==> src/core/aps_pkg.sv <==
// Package for the acquisition power sequencer: control word layout,
// power codes, host register map and timing counts.
// Assumes a 100 MHz clock shared by both ends.

package aps_pkg;

   // ----------------------------------------------------------------
   // Control word layout (8 bits on the converter bus)
   // ----------------------------------------------------------------
   localparam int CW_W = 8;
   localparam int CW_PWR_HI_BIT = 7;
   localparam int CW_PWR_LO_BIT = 6;
   localparam int CW_ACQ_BIT = 5;
   localparam logic [5:0] CW_LOW_MASK = 6'h3f;
   localparam int RES_W = 16;

   // Power mode codes {upper, lower}
   localparam logic [1:0] PWR_STANDBY = 2'h2;
   localparam logic [1:0] PWR_FULL_DOWN = 2'h3;
   localparam logic [1:0] PWR_CLK_EXT = 2'h0;
   localparam logic [1:0] PWR_CLK_INT = 2'h1;

   // ----------------------------------------------------------------
   // Host register map (word addresses)
   // ----------------------------------------------------------------
   localparam int ADDR_W = 4;
   localparam logic [3:0] REG_CTRL = 4'h0;
   localparam logic [3:0] REG_CMD = 4'h1;
   localparam logic [3:0] REG_STATUS = 4'h2;
   localparam logic [3:0] REG_RESULT = 4'h3;
   localparam logic [3:0] REG_IRQ_STAT = 4'h4;
   localparam logic [3:0] REG_IRQ_MASK = 4'h5;
   localparam logic [3:0] REG_PU_DLY = 4'h6;
   localparam logic [3:0] REG_ACQ_DLY = 4'h7;

   // Command register: write 1 to start
   localparam int CMD_GO_BIT = 0;
   localparam int CMD_INIT_BIT = 1;

   // Control register fields
   localparam int CTRL_EXT_ACQ_BIT = 0;
   localparam int CTRL_FULL_DOWN_BIT = 1;
   localparam int CTRL_USE_PIN_BIT = 2;
   localparam int CTRL_EXT_REF_BIT = 3;
   localparam int CTRL_CH_LSB = 8;
   localparam logic [31:0] CTRL_RESET = 32'h0000_0000;

   // Interrupt status bits
   localparam int IRQ_DONE_BIT = 0;
   localparam int IRQ_REFUSED_BIT = 1;
   localparam int IRQ_W = 2;

   // ----------------------------------------------------------------
   // Timing
   // ----------------------------------------------------------------
   localparam int CLK_MHZ = 100;
   localparam int CONV_TIME_NS = 6000;
   localparam int CONV_CYC = CONV_TIME_NS * CLK_MHZ / 1000;
   localparam int DLY_W = 24;
   localparam logic [23:0] PU_DLY_RESET = 24'h00_0400;
   localparam logic [23:0] ACQ_DLY_RESET = 24'h00_0040;

endpackage : aps_pkg

==> src/core/aps_link_if.sv <==
// Link between the host sequencer and the converter model.
// Assumes one clock for both parties.

`timescale 1ns/10ps
`default_nettype none

interface aps_link_if;
   logic wr_strobe;
   logic [aps_pkg::CW_W-1:0] ctrl_word;
   logic rd_strobe;
   logic [aps_pkg::RES_W-1:0] result;
   logic done_n;
   logic shutdown_n;

   modport host (
      output wr_strobe, ctrl_word, rd_strobe, shutdown_n,
      input result, done_n
   );
   modport conv (
      input wr_strobe, ctrl_word, rd_strobe, shutdown_n,
      output result, done_n
   );
endinterface : aps_link_if

`default_nettype wire

==> src/core/aps_delay.sv <==
// Down-counting delay timer used for power-up and acquisition waits.
// Assumes a one-cycle start pulse; load value in clock cycles.

`timescale 1ns/10ps
`default_nettype none

module aps_delay #(
   parameter int W = aps_pkg::DLY_W
) (
   input wire logic clk, // Clock
   input wire logic arst_n, // Async reset
   input wire logic start, // Load pulse
   input wire logic [W-1:0] load, // Cycles to wait
   output logic expired // One-cycle end pulse
);
   logic [W-1:0] cnt_r;
   logic run_r;

   always_ff @(posedge clk or negedge arst_n) begin
      if (!arst_n) begin
         cnt_r <= '0;
         run_r <= 1'b0;
      end else if (start) begin
         cnt_r <= load;
         run_r <= 1'b1;
      end else if (run_r) begin
         if (cnt_r <= W'(1)) begin
            run_r <= 1'b0;
         end
         cnt_r <= (cnt_r == '0) ? '0 : cnt_r - W'(1);
      end
   end

   always_ff @(posedge clk or negedge arst_n) begin
      if (!arst_n) begin
         expired <= 1'b0;
      end else begin
         expired <= run_r && !start && cnt_r <= W'(1);
      end
   end
endmodule : aps_delay

`default_nettype wire

==> src/core/aps_host.sv <==
// Host end: sequences control words, shutdown pin and result reads.
// Assumes software on a plain strobe port; converter on aps_link_if.
//
// Functional notes
// RULE_01 - Converter starts in external clock mode
// RULE_02 - Host init switches converter to internal clock
// RULE_03 - Acquisition select zero unless external acquisition
// RULE_04 - External reference skips power-up wait
// RULE_05 - Internal reference waits after power-up, wake
// RULE_06 - Standby code converts once then stands by
// RULE_07 - Done low marks result ready for read
// RULE_08 - Full-down: standby, wait, then code 1,1
// RULE_09 - Wake with standby before full-down conversion
// RULE_10 - Pin cycling: raise, wait, convert, read, lower
// RULE_11 - External acquisition: sample write, then convert write
// RULE_12 - Host times the acquisition interval
// RULE_13 - External full-down: wake, wait, acquire, convert
// RULE_14 - No control writes during conversion
//
// Chosen here: the address-and-strobe port and the register addresses.

`timescale 1ns/10ps
`default_nettype none

module aps_host (
   input wire logic clk, // Clock
   input wire logic arst_n, // Async reset, active low
   input wire logic [aps_pkg::ADDR_W-1:0] addr, // Register address
   input wire logic [31:0] wdata, // Write data
   input wire logic wr, // Write strobe
   input wire logic rd, // Read strobe
   output logic [31:0] rdata, // Read data, cycle after rd
   output logic irq, // Level interrupt
   aps_link_if.host link // Converter link
);
   // ----------------------------------------------------------------
   // Sequencer states
   // ----------------------------------------------------------------
   typedef enum logic [8:0] {
      ST_IDLE = 9'h001,
      ST_PIN_UP = 9'h002,
      ST_WAKE = 9'h004,
      ST_PU_WAIT = 9'h008,
      ST_ACQ = 9'h010,
      ST_ACQ_WAIT = 9'h020,
      ST_CONV = 9'h040,
      ST_WAIT_DONE = 9'h080,
      ST_READ = 9'h100
   } aps_state_e;

   aps_state_e state_r;
   logic [31:0] ctrl_r;
   logic [aps_pkg::DLY_W-1:0] pu_dly_r;
   logic [aps_pkg::DLY_W-1:0] acq_dly_r;
   logic [aps_pkg::RES_W-1:0] result_r;
   logic [aps_pkg::IRQ_W-1:0] irq_stat_r;
   logic [aps_pkg::IRQ_W-1:0] irq_mask_r;
   logic done_s1_r;
   logic done_s2_r;
   logic init_pend_r;
   logic wr_r;
   logic [aps_pkg::CW_W-1:0] cw_r;
   logic rd_r;
   logic shdn_n_r;
   logic dly_start;
   logic [aps_pkg::DLY_W-1:0] dly_load;
   logic dly_expired;
   logic ev_done;
   logic ev_refused;
   logic busy;

   wire ext_acq = ctrl_r[aps_pkg::CTRL_EXT_ACQ_BIT];
   wire full_down = ctrl_r[aps_pkg::CTRL_FULL_DOWN_BIT];
   wire use_pin = ctrl_r[aps_pkg::CTRL_USE_PIN_BIT];
   wire ext_ref = ctrl_r[aps_pkg::CTRL_EXT_REF_BIT];
   wire go_wr = wr && addr == aps_pkg::REG_CMD && wdata[aps_pkg::CMD_GO_BIT];
   wire init_wr = wr && addr == aps_pkg::REG_CMD && wdata[aps_pkg::CMD_INIT_BIT];

   assign busy = state_r != ST_IDLE;

   // Build a control word: power code, acquisition select, low five bits kept.
   function automatic logic [aps_pkg::CW_W-1:0] mk_cw(input logic [1:0] pwr,
                                                     input logic acq,
                                                     input logic [5:0] low);
      mk_cw = {pwr, acq, low[4:0]};
   endfunction : mk_cw

   // Channel field only; clock-select and range bits left at zero here.
   wire [5:0] low_bits = {3'h0, ctrl_r[aps_pkg::CTRL_CH_LSB +: 3]} & aps_pkg::CW_LOW_MASK;

   // ----------------------------------------------------------------
   // Done line synchroniser (pin from the converter)
   // ----------------------------------------------------------------
   always_ff @(posedge clk or negedge arst_n) begin
      if (!arst_n) begin
         done_s1_r <= 1'b1;
         done_s2_r <= 1'b1;
      end else begin
         done_s1_r <= link.done_n;
         done_s2_r <= done_s1_r;
      end
   end

   // ----------------------------------------------------------------
   // Sequencer
   // ----------------------------------------------------------------
   always_ff @(posedge clk or negedge arst_n) begin
      if (!arst_n) begin
         state_r <= ST_IDLE;
      end else begin
         case (state_r)
            ST_IDLE: begin
               if (go_wr && !init_pend_r) begin
                  if (use_pin) begin
                     state_r <= ST_PIN_UP; // RULE_10
                  end else if (full_down) begin
                     state_r <= ST_WAKE; // RULE_09
                  end else if (ext_acq) begin
                     state_r <= ST_ACQ; // RULE_11
                  end else begin
                     state_r <= ST_CONV; // RULE_06
                  end
               end
            end
            ST_PIN_UP: state_r <= ext_ref ? (ext_acq ? ST_ACQ : ST_CONV) : ST_PU_WAIT; // RULE_04
            ST_WAKE: state_r <= ext_ref ? (ext_acq ? ST_ACQ : ST_CONV) : ST_PU_WAIT; // RULE_05
            ST_PU_WAIT: begin
               if (dly_expired) begin
                  state_r <= ext_acq ? ST_ACQ : ST_CONV; // RULE_08
               end
            end
            ST_ACQ: state_r <= ST_ACQ_WAIT;
            ST_ACQ_WAIT: begin
               if (dly_expired) begin
                  state_r <= ST_CONV; // RULE_12
               end
            end
            ST_CONV: state_r <= ST_WAIT_DONE;
            ST_WAIT_DONE: begin
               if (!done_s2_r) begin
                  state_r <= ST_READ; // RULE_07
               end
            end
            ST_READ: state_r <= ST_IDLE;
            default: state_r <= ST_IDLE;
         endcase
      end
   end

   // Delay timer starts on entry to each wait
   assign dly_start = (state_r == ST_PIN_UP || state_r == ST_WAKE) && !ext_ref
                      || state_r == ST_ACQ;
   assign dly_load = (state_r == ST_ACQ) ? acq_dly_r : pu_dly_r;

   aps_delay #(.W(aps_pkg::DLY_W)) u_delay (
      .clk(clk),
      .arst_n(arst_n),
      .start(dly_start),
      .load(dly_load),
      .expired(dly_expired)
   );

   // ----------------------------------------------------------------
   // Link drive: control word writes, result read, shutdown pin
   // ----------------------------------------------------------------
   always_ff @(posedge clk or negedge arst_n) begin
      if (!arst_n) begin
         wr_r <= 1'b0;
         cw_r <= '0;
      end else begin
         wr_r <= 1'b0;
         if (state_r == ST_IDLE && init_pend_r) begin
            wr_r <= 1'b1;
            cw_r <= mk_cw(aps_pkg::PWR_CLK_INT, 1'b0, low_bits); // RULE_02
         end else if (state_r == ST_WAKE) begin
            wr_r <= 1'b1;
            cw_r <= mk_cw(aps_pkg::PWR_STANDBY, 1'b0, low_bits); // RULE_09
         end else if (state_r == ST_ACQ) begin
            wr_r <= 1'b1;
            cw_r <= mk_cw(aps_pkg::PWR_STANDBY, 1'b1, low_bits); // RULE_11
         end else if (state_r == ST_CONV) begin
            wr_r <= 1'b1;
            // Full-down code only when no shutdown pin is in use
            cw_r <= mk_cw((full_down && !use_pin) ? aps_pkg::PWR_FULL_DOWN
                          : aps_pkg::PWR_STANDBY, 1'b0, low_bits); // RULE_03 RULE_08 RULE_13
         end
      end
   end

   always_ff @(posedge clk or negedge arst_n) begin
      if (!arst_n) begin
         init_pend_r <= 1'b0;
      end else if (init_wr && !busy) begin
         init_pend_r <= 1'b1;
      end else if (state_r == ST_IDLE) begin
         init_pend_r <= 1'b0;
      end
   end

   always_ff @(posedge clk or negedge arst_n) begin
      if (!arst_n) begin
         rd_r <= 1'b0;
         result_r <= '0;
      end else begin
         rd_r <= state_r == ST_WAIT_DONE && !done_s2_r;
         if (state_r == ST_READ) begin
            result_r <= link.result; // RULE_07
         end
      end
   end

   // Pin stays high after reset if the pin sequence is not used
   always_ff @(posedge clk or negedge arst_n) begin
      if (!arst_n) begin
         shdn_n_r <= 1'b1;
      end else if (state_r == ST_IDLE && go_wr && use_pin) begin
         shdn_n_r <= 1'b1;
      end else if (state_r == ST_IDLE && use_pin) begin
         shdn_n_r <= 1'b0; // RULE_10
      end else if (state_r == ST_IDLE) begin
         shdn_n_r <= 1'b1;
      end
   end

   assign link.wr_strobe = wr_r;
   assign link.ctrl_word = cw_r;
   assign link.rd_strobe = rd_r;
   assign link.shutdown_n = shdn_n_r;

   // ----------------------------------------------------------------
   // Registers and interrupts
   // ----------------------------------------------------------------
   assign ev_done = state_r == ST_READ;
   assign ev_refused = (go_wr || init_wr) && busy; // RULE_14

   always_ff @(posedge clk or negedge arst_n) begin
      if (!arst_n) begin
         ctrl_r <= aps_pkg::CTRL_RESET;
         pu_dly_r <= aps_pkg::PU_DLY_RESET;
         acq_dly_r <= aps_pkg::ACQ_DLY_RESET;
         irq_mask_r <= '0;
      end else if (wr) begin
         case (addr)
            aps_pkg::REG_CTRL: if (!busy) ctrl_r <= wdata; // RULE_14
            aps_pkg::REG_PU_DLY: pu_dly_r <= wdata[aps_pkg::DLY_W-1:0];
            aps_pkg::REG_ACQ_DLY: acq_dly_r <= wdata[aps_pkg::DLY_W-1:0];
            aps_pkg::REG_IRQ_MASK: irq_mask_r <= wdata[aps_pkg::IRQ_W-1:0];
            default: ;
         endcase
      end
   end

   // Set wins over write-one-to-clear
   always_ff @(posedge clk or negedge arst_n) begin
      if (!arst_n) begin
         irq_stat_r <= '0;
      end else begin
         irq_stat_r <= (irq_stat_r
                        & ~((wr && addr == aps_pkg::REG_IRQ_STAT) ? wdata[aps_pkg::IRQ_W-1:0]
                            : '0))
                       | {ev_refused, ev_done};
      end
   end

   assign irq = |(irq_stat_r & irq_mask_r);

   always_ff @(posedge clk or negedge arst_n) begin
      if (!arst_n) begin
         rdata <= '0;
      end else if (rd) begin
         case (addr)
            aps_pkg::REG_CTRL: rdata <= ctrl_r;
            aps_pkg::REG_STATUS: rdata <= {22'h0, init_pend_r, state_r};
            aps_pkg::REG_RESULT: rdata <= {16'h0, result_r};
            aps_pkg::REG_IRQ_STAT: rdata <= {30'h0, irq_stat_r};
            aps_pkg::REG_IRQ_MASK: rdata <= {30'h0, irq_mask_r};
            aps_pkg::REG_PU_DLY: rdata <= {8'h0, pu_dly_r};
            aps_pkg::REG_ACQ_DLY: rdata <= {8'h0, acq_dly_r};
            default: rdata <= '0;
         endcase
      end else begin
         rdata <= '0;
      end
   end
endmodule : aps_host

`default_nettype wire

==> src/flat_wrapper.sv <==
// flat-port wrapper written by rule: the top's interface ports become plain ports
module aps_host_flat 
  (clk, arst_n, addr, wdata, wr, rd, rdata, irq, link_wr_strobe, link_ctrl_word, link_rd_strobe, link_shutdown_n, link_result, link_done_n);
  aps_link_if link_i ();
  input wire logic clk;
  input wire logic arst_n;
  input wire logic [aps_pkg::ADDR_W-1:0] addr;
  input wire logic [31:0] wdata;
  input wire logic wr;
  input wire logic rd;
  output logic [31:0] rdata;
  output logic irq;
  output wire logic [$bits(link_i.wr_strobe)-1:0] link_wr_strobe;
  output wire logic [$bits(link_i.ctrl_word)-1:0] link_ctrl_word;
  output wire logic [$bits(link_i.rd_strobe)-1:0] link_rd_strobe;
  output wire logic [$bits(link_i.shutdown_n)-1:0] link_shutdown_n;
  input wire logic [$bits(link_i.result)-1:0] link_result;
  input wire logic [$bits(link_i.done_n)-1:0] link_done_n;
  assign link_wr_strobe = link_i.wr_strobe;
  assign link_ctrl_word = link_i.ctrl_word;
  assign link_rd_strobe = link_i.rd_strobe;
  assign link_shutdown_n = link_i.shutdown_n;
  assign link_i.result = link_result;
  assign link_i.done_n = link_done_n;
  aps_host u_core (.clk(clk), .arst_n(arst_n), .addr(addr), .wdata(wdata), .wr(wr), .rd(rd), .rdata(rdata), .irq(irq), .link(link_i));
endmodule
==> config.mk <==
export PLATFORM = sky130hd
export DESIGN_NAME = aps_host_flat
export DESIGN_NICKNAME = d
export VERILOG_FILES = /design/src/core/aps_pkg.sv /design/src/core/aps_link_if.sv /design/src/core/aps_delay.sv /design/src/core/aps_host.sv /design/src/flat_wrapper.sv
export SDC_FILE = /design/constraint.sdc
export NUM_CORES = 1
export LEC_CHECK = 0
export BUFFER_PORTS_ARGS = -buffer_cell sky130_fd_sc_hd__buf_4
export CAP_MARGIN = 0
export CORE_ASPECT_RATIO = 1.4
export CORE_MARGIN = 1.5
export CORE_UTILIZATION = 40
export CTS_CLUSTER_SIZE = 10
export DETAILED_ROUTE_END_ITERATION = 6
export GPL_TIMING_DRIVEN = 0
export SETUP_SLACK_MARGIN = 0.2
export SLEW_MARGIN = 20
export SYNTH_ARGS = -nofsm -noshare
export SYNTH_HDL_FRONTEND = slang
export SYNTH_SLANG_ARGS = --single-unit
==> constraint.sdc <==
create_clock -name clk -period 6.3 [get_ports clk]
set_clock_uncertainty 0.15 [all_clocks]
set_input_delay 1.89 -clock clk [delete_from_list [all_inputs] [get_ports clk]]
set_output_delay 1.89 -clock clk [all_outputs]
set_load 0.05 [all_outputs]
==> results.toml <==
[run_status]
outcome = "complete, but fails checks"
failed_checks = "design-rule violations"

[job]
maxCapViolations = 0

[setup_path]
cp_max_fo = 10
r2r_end = "u_core.u_delay.cnt_r[15]"
worstPathArrival_ps = 4060
worstPathRequired_ps = 6470
ff2ff_setup_slack_ps = 3370
r2r_cells = 7
critPathLaunchType = "input port"
crit_start = "addr[3]"
reg2reg_from = "u_core.u_delay.cnt_r[2]"
cp-endpoint = "u_core.acq_dly_r[3]"
end_kind = "flip-flop"
path_class = "input port to flip-flop"

[logic_synthesis]
yosysTopAreaCell = "dfrtp_1"
synth_edf_count = 0
ys_seq_area_share_pct = 55.7
synth-main-ff-cell = "dfrtp_1"
ys_ff_latch = 179
netlist.area_leader.share_pct = 53.7
netlist_top_cells_area = "dfrtp_1 54%, mux2_2 14%, a222oi_1 2.5%"
synthTopCellsByCount = "173 x dfrtp_1, 103 x mux2_2, 43 x nor2_1"
yosysWarnings = 0
yosysUniqueCellTypes = 63
yosysMostFrequentCell = "dfrtp_1"
synth.avg_cell_area_um2 = 12.0
syn-cell-area_mm2 = 0.00806
synth_cells = 674
ys_async_sr_fraction_pct = 100

[sta]
fmax_ghz = 0.257
final_hold_viol_count = 0
setup_viol = 0
maxSlewHeadroom_pct = 25.8
slew_viol_final = 0
finalCritPeriodShare_pct = 61.7
worst_pin_slew_ps = 1100
rsz0062_at_grt = "false"
post-route-min-period_ps = 3890
finalSetupTns_ps = 0

[layout]
fin_util_pct = 49.1
fillers = 1814
layout-drive-gt1-share_pct = 32.7
areaGrowthSynthToFinish_pct = 20.9
n_antenna_cell = 0
multi_input_area_mm2 = 0.00336
nNetsFinal = 852
seq_area_mm2 = 0.00449

[clock_network]
cts.htree.levels = 4
clk_pin_slew_worst_paths_ps = 70
clk-insertion-delay-late_ps = 440
cts_sinks = 179
cts_buffers = 17
cts_resized = 0
post_cts_buffers = 0
cts_tree = "yes"
cts_buffer_depth = 2
cts-root-buf = "clkbuf_16"
postCtsHoldBufs = 0

[place]
place_congestion = 0.940
hpwl_um = 16200
portBuffers = 97

[drt]
remaining_drc_errors = 1
first_pass_iters = 7
drt_wl_total_um = 22600
dr_total_vias = 6268
ant_nets = 0
viasPerCell = 5.93
drt_iter0_drc = 567
wl_per_cell_um = 21.4

[floorplan]
dieHeight_um = 171
start_util_pct = 40.6
dieArea_mm2 = 0.0210
core_area_mm2 = 0.0198
rows = 61
die_x_um = 123
ioPinCount = 101

[global_routing]
grt_max_degree = 101
grtUsageTotal_pct = 22.4
grt_pass1_wl_um = 35700
antenna_found_initial = 0
overflow = 0
grt_pass1_vias = 6479

[hold_path]
hold_path_class = "flip-flop to flip-flop"

[pwr]
power_leakage_uw = 0.00432
vdd_drop_max_mv = 0.175
power_density_mw_per_mm2 = 395
-- layout by cell type (no fill, tap or decap), types with 5 or more instances in the layout --
cell type	count
dfrtp_1	173
mux2_2	103
buf_4	102
nor2_1	43
a21oi_1	32
nand2_1	29
a22oi_1	26
clkbuf_1	25
o21ai_0	22
and3_1	21
a222oi_1	20
clkbuf_16	17
nand3_1	14
nor3_1	12
nor2b_1	8
buf_2	8
a22o_1	8
nor4_1	8
a31oi_1	8
or3_1	7
or4_1	7
o221ai_1	7
clkinvlp_4	7
nand4_1	6
dfstp_2	6
inv_1	5
nand2b_1	5
xnor2_1	5
-- critical path: stages --
cell,delay (ps)
buf_4,140
nand2b_1,180
nor2_1,590
nand2_1,410
clkbuf_1,440
mux2_2,400
-- worst min-delay path by stage --
stage                           from  slack, ps          endpoint  depth (start not counted)
detailed placement  u_core.done_s1_r        200  u_core.done_s2_r                          0
global route        u_core.done_s1_r        220  u_core.done_s2_r                          0
CTS                 u_core.done_s1_r        210  u_core.done_s2_r                          0
global placement    u_core.done_s1_r        200  u_core.done_s2_r                          0
floorplan           u_core.done_s1_r        200  u_core.done_s2_r                          0
finish              u_core.done_s1_r        210  u_core.done_s2_r                          0
-- report_power, final --
group          total (uW)  internal, uW  switching, uW
logic                1090           479            612
registers            1690          1440            245
clock network        1070           601            471
-- kinds of logic (layout without fill, tap and decap cells) --
group | count (synthesis) | after routing | share of synthesized area (%)
flip-flops | 179 | 179 | 55.7
adder cells (fa/ha/maj) | 3 | 3 | 0.466
AND/OR/NAND/NOR | 180 | 180 | 12.1
other | 1 | 2 | 0.0465
XOR/XNOR | 8 | 8 | 0.870
AO/OA/AOI/OAI | 152 | 152 | 13.5
buffers and inverters | 47 | 177 | 2.78
multiplexers | 104 | 104 | 14.5
-- layout make-up --
class | instances | share of cell area [%]
clock buffers | 19 | 4.55
plain buffers | 42 | 2.11
well taps | 252 | 3.24
repair buffers | 98 | 7.84
clock inverters | 13 | 1.54
flip-flops and latches | 179 | 46.1
inverters | 5 | 0.193
multi-input cells | 449 | 34.5
-- sequential cells by signal (all words and copies together), names as in the netlist, 2 cells and up --
name and cells:
u_core.u_delay.cnt_r 24, u_core.irq_mask_r 2, u_core.irq_stat_r 2, u_core.state_r 9, u_core.link.ctrl_word 6, u_core.ctrl_r 32, u_core.result_r 16, u_core.pu_dly_r 24
u_core.rdata 32, u_core.acq_dly_r 24
-- per-layer routing --
metal	track usage, %	vias up	wire length (um)
met2	38.4	241	12000
met4	8.85	0	630
met3	3.57	41	1120
met5	0	-	0
met1	28.0	3196	8910
li1	-	2790	-
-- stage by stage --
| stage | setup WS, ps | hold slack (ps) | instances | area [um^2] | total power, uW |
|---|---|---|---|---|---|
| 6_report | 2410 | 206 | 1057 | 9740 | 3850 |
| 5_1_grt | 2290 | 216 | 1057 | 9740 | 4050 |
| 4_1_cts | 2390 | 208 | 1057 | 9730 | 3870 |
| 3_5_place_dp | 1920 | 198 | 1025 | 9140 | 2780 |
| 3_3_place_gp | 1960 | 198 | 1024 | 9100 | 2740 |
| 2_1_floorplan | 2750 | 195 | 675 | 8060 | 2420 |
No activity file was read; power rests on OpenSTA's default activity.
